### src/sgc_pkg.sv
`default_nettype none
package sgc_pkg;
    // Core clock
    localparam int CLK_NS         = 40;

    // Timing figures in their own units
    localparam int BLANK_NS       = 240;
    localparam int WINDOW_NS      = 166;
    localparam int OFF_NS         = 21000;
    localparam int SLEEP_PHASE_NS = 1100;
    localparam int CEASE_NS_DEF   = 260000;

    // Cycle counts: least times round up, longest times round down
    localparam int BLANK_CYC      = (BLANK_NS + CLK_NS - 1) / CLK_NS;
    localparam int WINDOW_CYC     = (WINDOW_NS + CLK_NS - 1) / CLK_NS;
    localparam int OFF_CYC        = (OFF_NS + CLK_NS - 1) / CLK_NS;
    localparam int SLEEP_PH_CYC   = SLEEP_PHASE_NS / CLK_NS;

    // Counter widths
    localparam int TMR_W          = 10;
    localparam int PH_W           = 16;
    localparam int LFO_W          = 20;
    localparam int PC_W           = 5;
    localparam int SC_W           = 4;

    // Terminal counts at the width of the counters they meet
    localparam logic [TMR_W-1:0] BLANK_END  = TMR_W'(BLANK_CYC - 1);
    localparam logic [TMR_W-1:0] WINDOW_END = TMR_W'(WINDOW_CYC - 1);
    localparam logic [TMR_W-1:0] OFF_END    = TMR_W'(OFF_CYC - 1);
    localparam logic [TMR_W-1:0] TMR_ZERO   = 10'h000;
    localparam logic [PH_W-1:0]  SLEEP_PH   = PH_W'(SLEEP_PH_CYC);
    localparam logic [PH_W-1:0]  PH_ZERO    = 16'h0000;
    localparam logic [PH_W-1:0]  PH_MAX     = 16'hFFFF;
    localparam logic [PC_W-1:0]  BURST_PULSES = 5'h10;
    localparam logic [PC_W-1:0]  PC_ZERO    = 5'h00;
    localparam logic [LFO_W-1:0] LFO_ZERO   = 20'h00000;
    // Five burst pulses give ten edges and nine short phases between them
    localparam int SLEEP_PULSES   = 5;
    localparam logic [SC_W-1:0]  SLEEP_EDGES = SC_W'(2 * SLEEP_PULSES - 1);
    localparam logic [SC_W-1:0]  SC_ZERO    = 4'h0;

    // Regulator states, Gray along idle-blank-window-on-off
    typedef enum logic [2:0] {
        SGC_IDLE   = 3'h0,
        SGC_BLANK  = 3'h1,
        SGC_WINDOW = 3'h3,
        SGC_ON     = 3'h2,
        SGC_OFF    = 3'h6
    } sgc_state_t;

    // Current-sense comparator outputs
    typedef struct packed {
        logic peak_limit_comparator;
        logic ccm_window_comparator;
    } sgc_sense_t;

    // Supply lockout conditions
    typedef struct packed {
        logic supply_undervoltage_lockout;
        logic supply_overvoltage_lockout;
    } sgc_lockout_t;
endpackage : sgc_pkg
`default_nettype wire

### src/sgc_sync.sv
`default_nettype none
module sgc_sync #(
    parameter int W = 1
) (
    input  wire logic         clk,
    input  wire logic         rst,
    input  wire logic [W-1:0] d,
    output var  logic [W-1:0] q
);
    import sgc_pkg::*;

    // Two-stage synchroniser per bit; first stage feeds only the second
    genvar i;
    generate
        for (i = 0; i < W; i++) begin : g_bit
            logic meta_r;
            always_ff @(posedge clk) begin
                if (rst) begin
                    meta_r <= 1'b0;
                    q[i]   <= 1'b0;
                end else begin
                    meta_r <= d[i];
                    q[i]   <= meta_r;
                end
            end
        end
    endgenerate
endmodule // sgc_sync
`default_nettype wire

### src/sgc_gate_ctrl.sv
`default_nettype none
// Notes on behaviour
// RULE1: Secondary controller sends PWM between 20 kHz and 65 kHz while regulating.
// RULE2: Any command-input activity hands gate control to the command input.
// RULE3: No command activity beyond the cease interval returns control to internal regulator.
// RULE4: Cease interval is a settable figure, typically 260 (unit conflicts).
// RULE5: Secondary controller sends five pulses near 500 kHz to request sleep.
// RULE6: On a recognised sleep burst, stop all gate switching and sleep.
// RULE7: Leave sleep on resumed normal pulses or undervoltage lockout.
// RULE8: Each slow-oscillator period enables exactly 16 internal regulator pulses.
// RULE9: Slow-oscillator on-phase enables the gate, remainder disables it, internal mode.
// RULE10: Slow-oscillator period is a configuration input of the block.
// RULE11: Blanking timer masks both comparators at the start of each on-time.
// RULE12: Blanking lasts 240 ns.
// RULE13: After blanking, peak-limit comparator ends the on-time at once.
// RULE14: CCM comparator ends the on-time only inside the post-blanking window.
// RULE15: The post-blanking sensing window lasts 166 ns; the code holds it for WINDOW_CYC, 5 cycles, 200 ns.
// RULE16: Internal mode: fixed 21 us off-time after each on-time, then restart.
// RULE17: Reset or lockout holds gate off and restarts burst count.
// RULE18: Command input and comparators are synchronised before use.
module sgc_gate_ctrl #(
    parameter int CEASE_NS = sgc_pkg::CEASE_NS_DEF
) (
    input  wire logic                    clk,
    input  wire logic                    rst,
    input  wire logic                    pwm_command,
    input  wire sgc_pkg::sgc_sense_t     sense,
    input  wire sgc_pkg::sgc_lockout_t   lockout,
    input  wire logic [sgc_pkg::LFO_W-1:0] slow_burst_period,
    output var  logic                    gate_drive,
    output var  logic                    sleep_mode,
    output var  logic                    external_mode
);
    import sgc_pkg::*;

    localparam logic [PH_W-1:0] CEASE_CYC = PH_W'((CEASE_NS + CLK_NS - 1) / CLK_NS);

    // Decodes the states in which the gate is driven
    function automatic logic on_state(input sgc_state_t st);
        return (st == SGC_BLANK) || (st == SGC_WINDOW) || (st == SGC_ON);
    endfunction

    logic [2:0]       sync_q;
    logic             cmd_s;
    logic             peak_s;
    logic             ccm_s;
    logic             cmd_d_r;
    logic             cmd_edge;
    logic             cmd_rise;
    logic             lock_any;
    logic [PH_W-1:0]  phase_cnt_r;
    logic [SC_W-1:0]  short_cnt_r;
    logic             short_phase;
    logic             sleep_r;
    logic             sleep_nxt;
    logic             ext_mode_r;
    logic             ext_mode_nxt;
    logic             kill_w;
    sgc_state_t       state_r;
    sgc_state_t       state_nxt;
    logic [TMR_W-1:0] tmr_r;
    logic [TMR_W-1:0] tmr_nxt;
    logic [LFO_W-1:0] lfo_cnt_r;
    logic [PC_W-1:0]  pulse_cnt_r;
    logic             burst_en;
    logic             lfo_wrap;
    logic             int_start;
    logic             gate_r;

    // Bring command and comparators onto the core clock
    sgc_sync #(.W(3)) u_sync (
        .clk (clk),
        .rst (rst),
        .d   ({pwm_command, sense.peak_limit_comparator, sense.ccm_window_comparator}),
        .q   (sync_q)
    ); // RULE18

    assign cmd_s    = sync_q[2];
    assign peak_s   = sync_q[1];
    assign ccm_s    = sync_q[0];
    assign lock_any = lockout.supply_undervoltage_lockout | lockout.supply_overvoltage_lockout;

    // Edge detection on the synchronised command
    assign cmd_edge    = cmd_s ^ cmd_d_r;
    assign cmd_rise    = cmd_s & ~cmd_d_r;
    assign short_phase = phase_cnt_r <= SLEEP_PH;

    always_ff @(posedge clk) begin
        if (rst) begin
            cmd_d_r <= 1'b0;
        end else begin
            cmd_d_r <= cmd_s;
        end
    end

    // Time since last command edge; saturates so long silence stays long
    always_ff @(posedge clk) begin
        if (rst) begin
            phase_cnt_r <= PH_MAX;
        end else if (cmd_edge) begin
            phase_cnt_r <= PH_ZERO;
        end else if (phase_cnt_r != PH_MAX) begin
            phase_cnt_r <= phase_cnt_r + 16'h0001;
        end
    end

    // Run of consecutive short phases, the sleep burst signature
    always_ff @(posedge clk) begin
        if (rst) begin
            short_cnt_r <= SC_ZERO;
        end else if (cmd_edge) begin
            if (!short_phase) begin
                short_cnt_r <= SC_ZERO;
            end else if (short_cnt_r != SLEEP_EDGES) begin
                short_cnt_r <= short_cnt_r + 4'h1;
            end
        end
    end

    // Sleep entry and wake; a long phase ending in an edge is a normal pulse
    always_comb begin
        sleep_nxt = sleep_r;
        if (sleep_r) begin
            if (lockout.supply_undervoltage_lockout || (cmd_edge && !short_phase)) begin
                sleep_nxt = 1'b0; // RULE7
            end
        end else if (cmd_edge && short_phase && short_cnt_r == SLEEP_EDGES - 4'h1) begin
            sleep_nxt = 1'b1; // RULE6
        end
    end

    // Command source: activity selects external, silence returns internal
    always_comb begin
        ext_mode_nxt = ext_mode_r;
        if (sleep_nxt) begin
            ext_mode_nxt = 1'b0;
        end else if (cmd_edge) begin
            ext_mode_nxt = 1'b1; // RULE2
        end else if (phase_cnt_r >= CEASE_CYC) begin
            ext_mode_nxt = 1'b0; // RULE3 RULE4
        end
    end

    always_ff @(posedge clk) begin
        if (rst) begin
            sleep_r    <= 1'b0;
            ext_mode_r <= 1'b0;
        end else begin
            sleep_r    <= sleep_nxt;
            ext_mode_r <= ext_mode_nxt;
        end
    end

    // Any of these ends an on-time and parks the regulator; a source swap
    // aborts too so one pulse never mixes the two command sources
    assign kill_w = lock_any | sleep_r | (ext_mode_nxt != ext_mode_r) | (ext_mode_r & ~cmd_s);

    // Slow oscillator burst window and pulse count
    assign burst_en  = pulse_cnt_r < BURST_PULSES;
    assign lfo_wrap  = lfo_cnt_r >= slow_burst_period - 20'h00001; // RULE10
    assign int_start = !ext_mode_r && state_r == SGC_IDLE && state_nxt == SGC_BLANK;

    always_ff @(posedge clk) begin
        if (rst || lock_any || ext_mode_r) begin
            lfo_cnt_r   <= LFO_ZERO; // RULE17
            pulse_cnt_r <= PC_ZERO;
        end else if (lfo_wrap) begin
            lfo_cnt_r   <= LFO_ZERO;
            pulse_cnt_r <= int_start ? 5'h01 : PC_ZERO;
        end else begin
            lfo_cnt_r   <= lfo_cnt_r + 20'h00001;
            pulse_cnt_r <= pulse_cnt_r + {4'h0, int_start}; // RULE8
        end
    end

    // On/off regulator: blank, window, on, then off-time or wait for command
    always_comb begin
        state_nxt = state_r;
        tmr_nxt   = tmr_r;
        case (state_r)
            SGC_IDLE: begin
                if (ext_mode_r ? cmd_rise : burst_en) begin // RULE9
                    state_nxt = SGC_BLANK;
                    tmr_nxt   = TMR_ZERO;
                end
            end
            SGC_BLANK: begin
                // Comparators are not looked at here
                if (tmr_r == BLANK_END) begin // RULE11 RULE12
                    state_nxt = SGC_WINDOW;
                    tmr_nxt   = TMR_ZERO;
                end else begin
                    tmr_nxt = tmr_r + 10'h001;
                end
            end
            SGC_WINDOW: begin
                if (peak_s || ccm_s) begin // RULE13 RULE14
                    state_nxt = ext_mode_r ? SGC_IDLE : SGC_OFF;
                    tmr_nxt   = TMR_ZERO;
                end else if (tmr_r == WINDOW_END) begin // RULE15
                    state_nxt = SGC_ON;
                end else begin
                    tmr_nxt = tmr_r + 10'h001;
                end
            end
            SGC_ON: begin
                if (peak_s) begin // RULE13
                    state_nxt = ext_mode_r ? SGC_IDLE : SGC_OFF;
                    tmr_nxt   = TMR_ZERO;
                end
            end
            SGC_OFF: begin
                if (tmr_r == OFF_END) begin // RULE16
                    state_nxt = SGC_IDLE;
                end else begin
                    tmr_nxt = tmr_r + 10'h001;
                end
            end
            default: begin
                state_nxt = SGC_IDLE;
                tmr_nxt   = TMR_ZERO;
            end
        endcase
        if (kill_w) begin
            state_nxt = SGC_IDLE; // RULE6 RULE17
            tmr_nxt   = TMR_ZERO;
        end
    end

    always_ff @(posedge clk) begin
        if (rst) begin
            state_r <= SGC_IDLE;
            tmr_r   <= TMR_ZERO;
        end else begin
            state_r <= state_nxt;
            tmr_r   <= tmr_nxt;
        end
    end

    // Gate registered from the next state so it tracks the regulator exactly
    always_ff @(posedge clk) begin
        if (rst) begin
            gate_r <= 1'b0; // RULE17
        end else begin
            gate_r <= on_state(state_nxt);
        end
    end

    assign gate_drive    = gate_r;
    assign sleep_mode    = sleep_r;
    assign external_mode = ext_mode_r;
endmodule // sgc_gate_ctrl
`default_nettype wire

### config.mk
export PLATFORM = sky130hd
export DESIGN_NAME = sgc_gate_ctrl
export DESIGN_NICKNAME = d
export VERILOG_FILES = /design/src/sgc_pkg.sv /design/src/sgc_sync.sv /design/src/sgc_gate_ctrl.sv
export SDC_FILE = /design/constraint.sdc
export NUM_CORES = 1
export LEC_CHECK = 0
export BUFFER_PORTS_ARGS = -buffer_cell sky130_fd_sc_hd__buf_2
export CAP_MARGIN = 0
export CORE_ASPECT_RATIO = 1.25
export CORE_MARGIN = 4
export CORE_UTILIZATION = 32
export DETAILED_ROUTE_END_ITERATION = 10
export REMOVE_ABC_BUFFERS = 1
export SYNTH_ARGS = -nofsm -noshare
export SYNTH_HDL_FRONTEND = slang
export SYNTH_SLANG_ARGS = --single-unit
### constraint.sdc
create_clock -name clk -period 6.63 [get_ports clk]
set_clock_uncertainty 0.15 [all_clocks]
set_input_delay 1.326 -clock clk [delete_from_list [all_inputs] [get_ports clk]]
set_output_delay 1.326 -clock clk [all_outputs]
set_load 0.01 [all_outputs]
### Word-level counts from Yosys, hierarchy flattened

Cells that the tools add are included.

| word-level totals | value |
|---|---|
| register bits after elaboration | 68 |
| input port bits | 27 |
| word-level logic and storage cells | 102 |

| cells by class | value |
|---|---|
| add/subtract/negate cells | 6 |
| order comparisons | 4 |
| eq/ne operators | 19 |
| mux-type cells | 29 |
| bitwise operators | 9 |
| reduce and logical (&&, ||, !) cells | 19 |

Operator list:

| operator | number |
|---|---|
| $mux 10 | 6 |
| $pmux 10 s5 | 1 |
| $mux 16 | 2 |
| $mux 3 | 8 |
| $add 20x1->20 const B | 1 |
| $eq 10x3->1 const B | 2 |
| $ge 20x20->1 | 1 |
| $sub 20x1->20 const B | 1 |
| $add 16x1->16 const B | 1 |
| $ge 16x13->1 const B | 1 |
| $le 16x5->1 const B | 1 |
| $ne 16x16->1 const B | 1 |
| $pmux 3 s5 | 1 |
| $eq 3x2->1 const B | 4 |
| $add 10x1->10 const B | 1 |
| $eq 10x10->1 const B | 1 |
| $mux 1 | 8 |
| $mux 4 | 2 |
| $eq 3x1->1 const B | 2 |
| $logic_or 1x1->1 | 6 |
| $ne 2x1->1 const B | 3 |
| $add 5x1->5 | 1 |
| $logic_and 1x1->1 | 5 |
| $lt 5x5->1 const B | 1 |
| other kinds (18) | 25 |

### Depth between registers and ports, before layout

Gate-level depths: netlist of the first run.

| depth | value |
|---|---|
| word-level depth | 15 |
| mapped depth | 13 |

### Cells and area by module

A second synthesis of the first run with hierarchy kept.

| second synthesis, totals | value |
|---|---|
| cell total of the unflattened synthesis | 489 |
| area total of the unflattened synthesis | 4380.5 um2 |

By module, submodules not included:

| module | instances | cells each | area each (um2) | sequential area each (um2) |
|---|---|---|---|---|
| sgc_gate_ctrl | 1 | 477 | 4222.8 | 1241.2 |
| sgc_sync | 1 | 12 | 157.7 | 120.1 |

### Worst setup path after synthesis of the first run

No wires, ideal clock.

| timing path | value |
|---|---|
| kind | input to register |
| from | in slow_burst_period[13] (netlist bit) |
| to | reg lfo_cnt_r[10] |
| setup time | 65 ps |
| arrival time | 4545 ps |
| data required time | 6415 ps |
| slack | 1869 ps |
| cell stages on the path | 13 |
| path buffers | 1 |
| cells stage by stage | or4_1 or3_1 or3_1 nor3_1 xnor2_1 ha_1 a41o_1 a211oi_1 nand2_1 o31ai_1 nand2_1 clkbuf_1 nor2_1 |

| between the ends | value |
|---|---|
| word-level cells in the longest chain between the ends | 3 |

Ends and longest elaborated chain:

| what | RTL line | source |
|---|---|---|
| from (decl) | sgc_gate_ctrl.sv:29 | `input wire logic [sgc_pkg::LFO_W-1:0] slow_burst_period,` |
| $sub 20x1->20 | sgc_gate_ctrl.sv:160 | `assign lfo_wrap = lfo_cnt_r >= slow_burst_period - 20'h00001;` |
| $ge 20x20->1 | sgc_gate_ctrl.sv:160 |  |
| $reduce_or 2->1 (no line) | -- |  |
| to (signal assigned) | sgc_gate_ctrl.sv:171 | `lfo_cnt_r <= lfo_cnt_r + 20'h00001;` |
| to (decl) | sgc_gate_ctrl.sv:63 | `logic [LFO_W-1:0] lfo_cnt_r;` |

Every way passes these cells.
A chain may end at the register's enable or synchronous reset.

### Final worst setup path of the first run

| timing path | value |
|---|---|
| from | in slow_burst_period[11] (netlist bit) |
| to | reg pulse_cnt_r[2] |

| between the ends | value |
|---|---|
| word-level cells in the longest chain between the ends | 3 |

Ends and longest elaborated chain:

| what | RTL line | source |
|---|---|---|
| $sub 20x1->20 | sgc_gate_ctrl.sv:160 |  |
| $ge 20x20->1 | sgc_gate_ctrl.sv:160 |  |
| $mux 5 | sgc_gate_ctrl.sv:167 | `end else if (lfo_wrap) begin` |
| to (signal assigned) | sgc_gate_ctrl.sv:169 | `pulse_cnt_r <= int_start ? 5'h01 : PC_ZERO;` |
| to (signal assigned) | sgc_gate_ctrl.sv:172 | `pulse_cnt_r <= pulse_cnt_r + {4'h0, int_start};` |
| to (decl) | sgc_gate_ctrl.sv:64 | `logic [PC_W-1:0] pulse_cnt_r;` |

Every way passes these cells.

==> impl_metrics.csv, run 1 <==
group,metric,value,unit
timing,hold_viol,0,
global_routing,met1_usage,12.7,%
logic_synthesis,ys_types,56,
finish,instances_no_fill,667,
job,maxCapViolCount,0,
timing,finalSetupTns,0,ns
routing,routed_wl,8060,um
die,die_height,134,um
setup_path,cp_slowest_cell,"nand2_1",
clocking,cts_buffer_depth,2,
logic_synthesis,synth_top_area_share,33.5,%
status,status,"finished clean",
routing,vias_per_cell,5.04,
clocking,cts_setup_buffers,0,
finish,fill_cells,1260,
logic_synthesis,synthCells,470,
timing,setup_viol,0,
timing,max_freq,0.188,GHz
place,routabilityCongestion,0.820,
setup_path,arrival,5.43,ns
global_routing,grt_max_degree,30,
logic_synthesis,ys_async_sr_fraction,0,%
setup_path,crit_chain,"buf_2 -> or4_1 -> or3_1 -> or3_1 -> nor3_1 -> xnor2_1 -> ha_1 -> a41o_1 -> a211oi_1 -> nand2_1 -> o31ai_1 -> nand2_1 -> nor2_1",
timing,fin_crit_sh,80.4,%
clocking,cts_resized,0,
timing,max_slew_margin,37.5,%
finish,antenna_cells,0,
routing,drt-initial-drc-count,119,
clocking,ctsHoldBuffers,0,
logic_synthesis,avgSynthCellArea,8.65,sq um
hold_path,hold_path.class,"flop to flop",
logic_synthesis,synth-seq-cells,68,
die,io_pins,30,
logic_synthesis,yosys-top-cells-area,"dfxtp_1 (33%), ha_1 (10%), xnor2_1 (7.8%)",
logic_synthesis,yosys_most_used_dff,"dfxtp_1",
global_routing,grt_pass1_wl,13800,um
routing,wl_per_cell,12.1,um
setup_path,rrSetupSlack,3.53,ns
logic_synthesis,synthTopCellsByCount,"dfxtp_1 (68), nor2_1 (50), xnor2_1 (36)",
global_routing,top_usage_layer,"met2",
setup_path,path_delay_family,"simple AND/OR/NAND/NOR gates",
finish,syn2layout_area_growth,15.2,%
routing,drc_errors,0,
power,ir_drop,0.119,mV
timing,tightest_slew,0.929,ns
timing,maxSlewViolCount,0,
die,initial_core_util,33.1,%
global_routing,gr-total-overflow,0,
timing,rsz0062_at_grt,"no",
logic_synthesis,yosysMostFrequentCell,"dfxtp_1",
logic_synthesis,yosysSeqAreaShare,33.5,%
routing,ant_nets,0,
die,chipWidth,109,um
place,dp_hpwl,6080,um
setup_path,cp_max_fo,22,
power,powerDensity,244,mW/mm^2
routing,drtPass1Iterations,4,
logic_synthesis,synth_edf_count,0,
die,dieArea,0.0146,sq mm
global_routing,grt_pass1_vias,3264,
clocking,cts_tree,"built",
global_routing,gr-usage-met3,2.41,%
routing,num_vias,3361,
finish,nets,558,
global_routing,grtUsageMet2,21.2,%
logic_synthesis,synth.largest_area_cell,"dfxtp_1",
place,placed_cells,651,
clocking,htreeDepth,3,
setup_path,critPathBufInv,1,
global_routing,grt.total_usage,11.5,%
clocking,cts_root_buffer,"clkbuf_16",
die,core_area,0.0123,sq mm
setup_path,crit_path_end_kind,"flop",
timing,period_minus_slack,5.33,ns
finish,drive_gt1_share,12.5,%
setup_path,setup.worst_path.class,"input pin to flop",
power,p_leak,0.00175,uW
logic_synthesis,ys_warn_count,0,
clocking,cts_sinks,68,
clocking,cts.clk_slew.worst_paths,0.06,ns
setup_path,cp.required,6.73,ns
place,portBuffers,29,
logic_synthesis,synth_area,0.00407,sq mm
die,rows,45,
global_routing,antenna_found_initial,0,
clocking,cts_inserted_buffers,9,
setup_path,max_stage_delay,0.61,ns
clocking,clk_latency,0.33,ns
setup_path,cp-start-kind,"input pin",
-- final timing paths --
| path | startpoint | end | cells past startpoint |
|---|---|---|---|
| max | slow_burst_period[11] | pulse_cnt_r[2] | 13 |
| min | u_sync.g_bit[0].meta_r | u_sync.q[0] | 1 |
| max reg2reg | u_sync.q[2] | pulse_cnt_r[4] | 11 |
| min reg2reg | u_sync.g_bit[0].meta_r | u_sync.q[0] | 1 |
-- flip-flops by register name, summed over array words and instances, names as in the netlist --
register and cells:
cmd_d_r 1, external_mode 1, gate_drive 1, lfo_cnt_r 20
phase_cnt_r 16, pulse_cnt_r 5, short_cnt_r 4, sleep_mode 1
state_r 3, tmr_r 10, u_sync.g_bit.meta_r 3, u_sync.q 3
-- report_power, final --
group	switching [uW]	total (uW)	internal [uW]	leakage, uW
Sequential	32.2	467	434	0.000554
Clock	182	513	331	0.000152
Combinational	86.6	165	77.9	0.00105
-- cells in the final DEF (no fill, tap or decap), types with 5 or more instances in the layout --
master / count
nand2_1: 30
and3_1: 9
a21oi_1: 20
nor4_1: 8
or3_1: 8
and4_1: 5
nand4_1: 17
nor2_1: 50
o21ai_0: 14
ha_1: 33
inv_1: 13
and2_1: 6
nor3_1: 15
a21o_1: 17
nor2b_1: 14
buf_2: 29
xnor2_1: 36
xor2_1: 16
nand3_1: 22
clkbuf_16: 9
dfxtp_1: 68
-- stage by stage --
step	power, uW	setup slack [ns]	hold slack, ns	area, sq um	utilization, %
2_1_floorplan	596	1.78	0.264	4010	-
3_3_place_gp	635	1.08	0.271	4360	35.6
3_5_place_dp	641	0.952	0.287	4360	35.6
4_1_cts	1160	1.26	0.299	4690	38.2
5_1_grt	1200	0.846	0.304	4690	38.2
6_report	1140	1.30	0.293	4690	38.2
-- metal layers --
layer  vias up  wire [um]
met5         -          0
li1       1748          -
met3        14        132
met4         0        130
met2        21       4360
met1      1578       3440
-- logic make-up (layout without fill, tap and decap cells) --
group	count (synthesis)	count (layout)	share of synthesized area [%]
AND/OR/NAND/NOR	209	209	28.0
multiplexers	1	1	0.369
AO/OA/AOI/OAI	82	82	14.3
flip-flops	68	68	33.5
adder cells (fa/ha/maj)	33	33	10.2
buffers and inverters	25	58	2.52
XOR/XNOR	52	52	11.2
-- cell type report --
type	count	area, sq um	area share [%]
clock inverter	7	97.6	2.08
timing repair buffer	29	145	3.10
inverter	13	48.8	1.04
multi-input combinational	377	2600	55.6
sequential	68	1360	29.0
tap	164	205	4.38
clock buffer	9	225	4.81
Note: power is estimated with default switching activity, not from simulation.
==> run 2: changes to the inputs <==
- clock period: 6.63 -> 4.8 ns (I/O delays scaled with it)
==> impl_metrics.csv, run 2 (same netlist as run 1, synthesis figures left out) <==
group,metric,value,unit
status,status,"finished clean",
clocking,cts_root_buffer,"clkbuf_16",
global_routing,grt_max_degree,30,
global_routing,grt_pass1_vias,3227,
timing,maxSlewViolCount,0,
finish,multi_input_comb_area,0.00260,sq mm
place,portBuffers,29,
finish,drive_gt1_share,12.7,%
clocking,clk_latency,0.32,ns
clocking,cts_inserted_buffers,9,
global_routing,grt_pass1_wl,13600,um
place,dp_hpwl,6020,um
timing,setup_viol,0,
die,io_pins,30,
finish,syn2layout_area_growth,15.7,%
finish,largest_reg_flops,20,
routing,drc_errors,0,
finish,nets,560,
die,die_height,134,um
timing,tightest_slew,0.848,ns
clocking,cts_sinks,68,
die,rows,45,
clocking,ctsHoldBuffers,0,
clocking,cts_buffer_depth,2,
global_routing,grt.total_usage,11.3,%
global_routing,gr-total-overflow,0,
clocking,cts.clk_slew.worst_paths,0.06,ns
setup_path,crit_chain,"buf_2 -> or4_1 -> or3_1 -> or3_1 -> nor3_1 -> xnor2_1 -> ha_1 -> a41o_1 -> a211oi_1 -> nand2_1 -> o31ai_1 -> buf_4 -> nand2_1 -> buf_4 -> nor2_1",
setup_path,cp_max_fo,22,
finish,fill_cells,1286,
routing,routed_wl,7890,um
finish,layout_common_cells,"dfxtp_1 (68), nor2_1 (50), xnor2_1 (36)",
hold_path,hold_path.class,"flop to flop",
setup_path,max_stage_delay,0.55,ns
die,chipWidth,109,um
routing,drt-initial-drc-count,124,
routing,vias_per_cell,5.04,
setup_path,cp-start-kind,"input pin",
die,initial_core_util,33.1,%
setup_path,setup.worst_path.class,"input pin to flop",
global_routing,antenna_found_initial,0,
timing,max_freq,0.227,GHz
power,powerDensity,335,mW/mm^2
clocking,cts_resized,0,
die,core_area,0.0123,sq mm
finish,seqCellArea,0.00136,sq mm
die,dieArea,0.0146,sq mm
place,routabilityCongestion,0.801,
setup_path,crit_path_end_kind,"flop",
clocking,htreeDepth,3,
timing,period_minus_slack,4.41,ns
finish,post-route-util,38.3,%
clocking,cts_setup_buffers,0,
power,p_leak,0.00176,uW
setup_path,cp.required,4.91,ns
routing,ant_nets,0,
routing,wl_per_cell,11.8,um
setup_path,critPathBufInv,3,
setup_path,path_delay_family,"simple AND/OR/NAND/NOR gates",
timing,fin_crit_sh,92.0,%
routing,num_vias,3366,
timing,finalSetupTns,0,ns
clocking,cts_tree,"built",
setup_path,cp_slowest_cell,"or4_1",
finish,top_register,"lfo_cnt_r",
routing,drtPass1Iterations,4,
power,ir_drop,0.182,mV
setup_path,arrival,4.52,ns
finish,largestRegisters,"lfo_cnt_r: 20 flops, phase_cnt_r: 16 flops, tmr_r: 10 flops",
finish,final_common_cell,"dfxtp_1",
timing,rsz0062_at_grt,"no",
timing,max_slew_margin,42.9,%
finish,antenna_cells,0,
timing,hold_viol,0,
job,maxCapViolCount,0,
==> run 2: per-layer routing <==
layer / wire length [um] / up-vias / GRT usage (%) / share of wire [%]
met5: 0 / - / 0 / 0
met4: 78 / 0 / 3.65 / 0.99
met3: 98 / 6 / 2.31 / 1.2
met2: 4380 / 18 / 21.7 / 56
met1: 3330 / 1598 / 12.1 / 42
li1: - / 1744 / - / -
==> run 2: final timing paths <==
| path | startpoint | to | slack, ns | cells past startpoint |
|---|---|---|---|---|
| min | u_sync.g_bit[1].meta_r | u_sync.q[1] | 0.28 | 1 |
| min reg2reg | u_sync.g_bit[1].meta_r | u_sync.q[1] | 0.28 | 1 |
| max reg2reg | u_sync.q[2] | pulse_cnt_r[4] | 1.68 | 11 |
| max | slow_burst_period[13] | lfo_cnt_r[6] | 0.39 | 15 |
==> run 2: stage by stage <==
step / instances / power (uW) / cell area (sq um) / hold slack, ns / setup WS [ns]
floorplan: 458 / 823 / 4010 / 0.264 / 0.315
CTS: 668 / 1590 / 4700 / 0.286 / 0.378
global route: 668 / 1650 / 4700 / 0.302 / 0.130
finish: 668 / 1570 / 4700 / 0.282 / 0.386
global placement: 653 / 877 / 4380 / 0.272 / 0.0692
detailed placement: 653 / 883 / 4380 / 0.273 / 0.0675
==> run 2: cell type report <==
cell class	instances	share of cell area [%]
multi-input combinational	377	55.3
inverter	13	1.04
clock inverter	4	1.54
timing repair buffer	31	3.40
tap	164	4.36
clock buffer	11	5.37
sequential	68	28.9
==> run 2: report_power, final <==
group          switching [uW]  leakage [uW]  internal (uW)
clock network             225      0.000158            479
logic                     119       0.00105            108
registers                43.5      0.000554            601
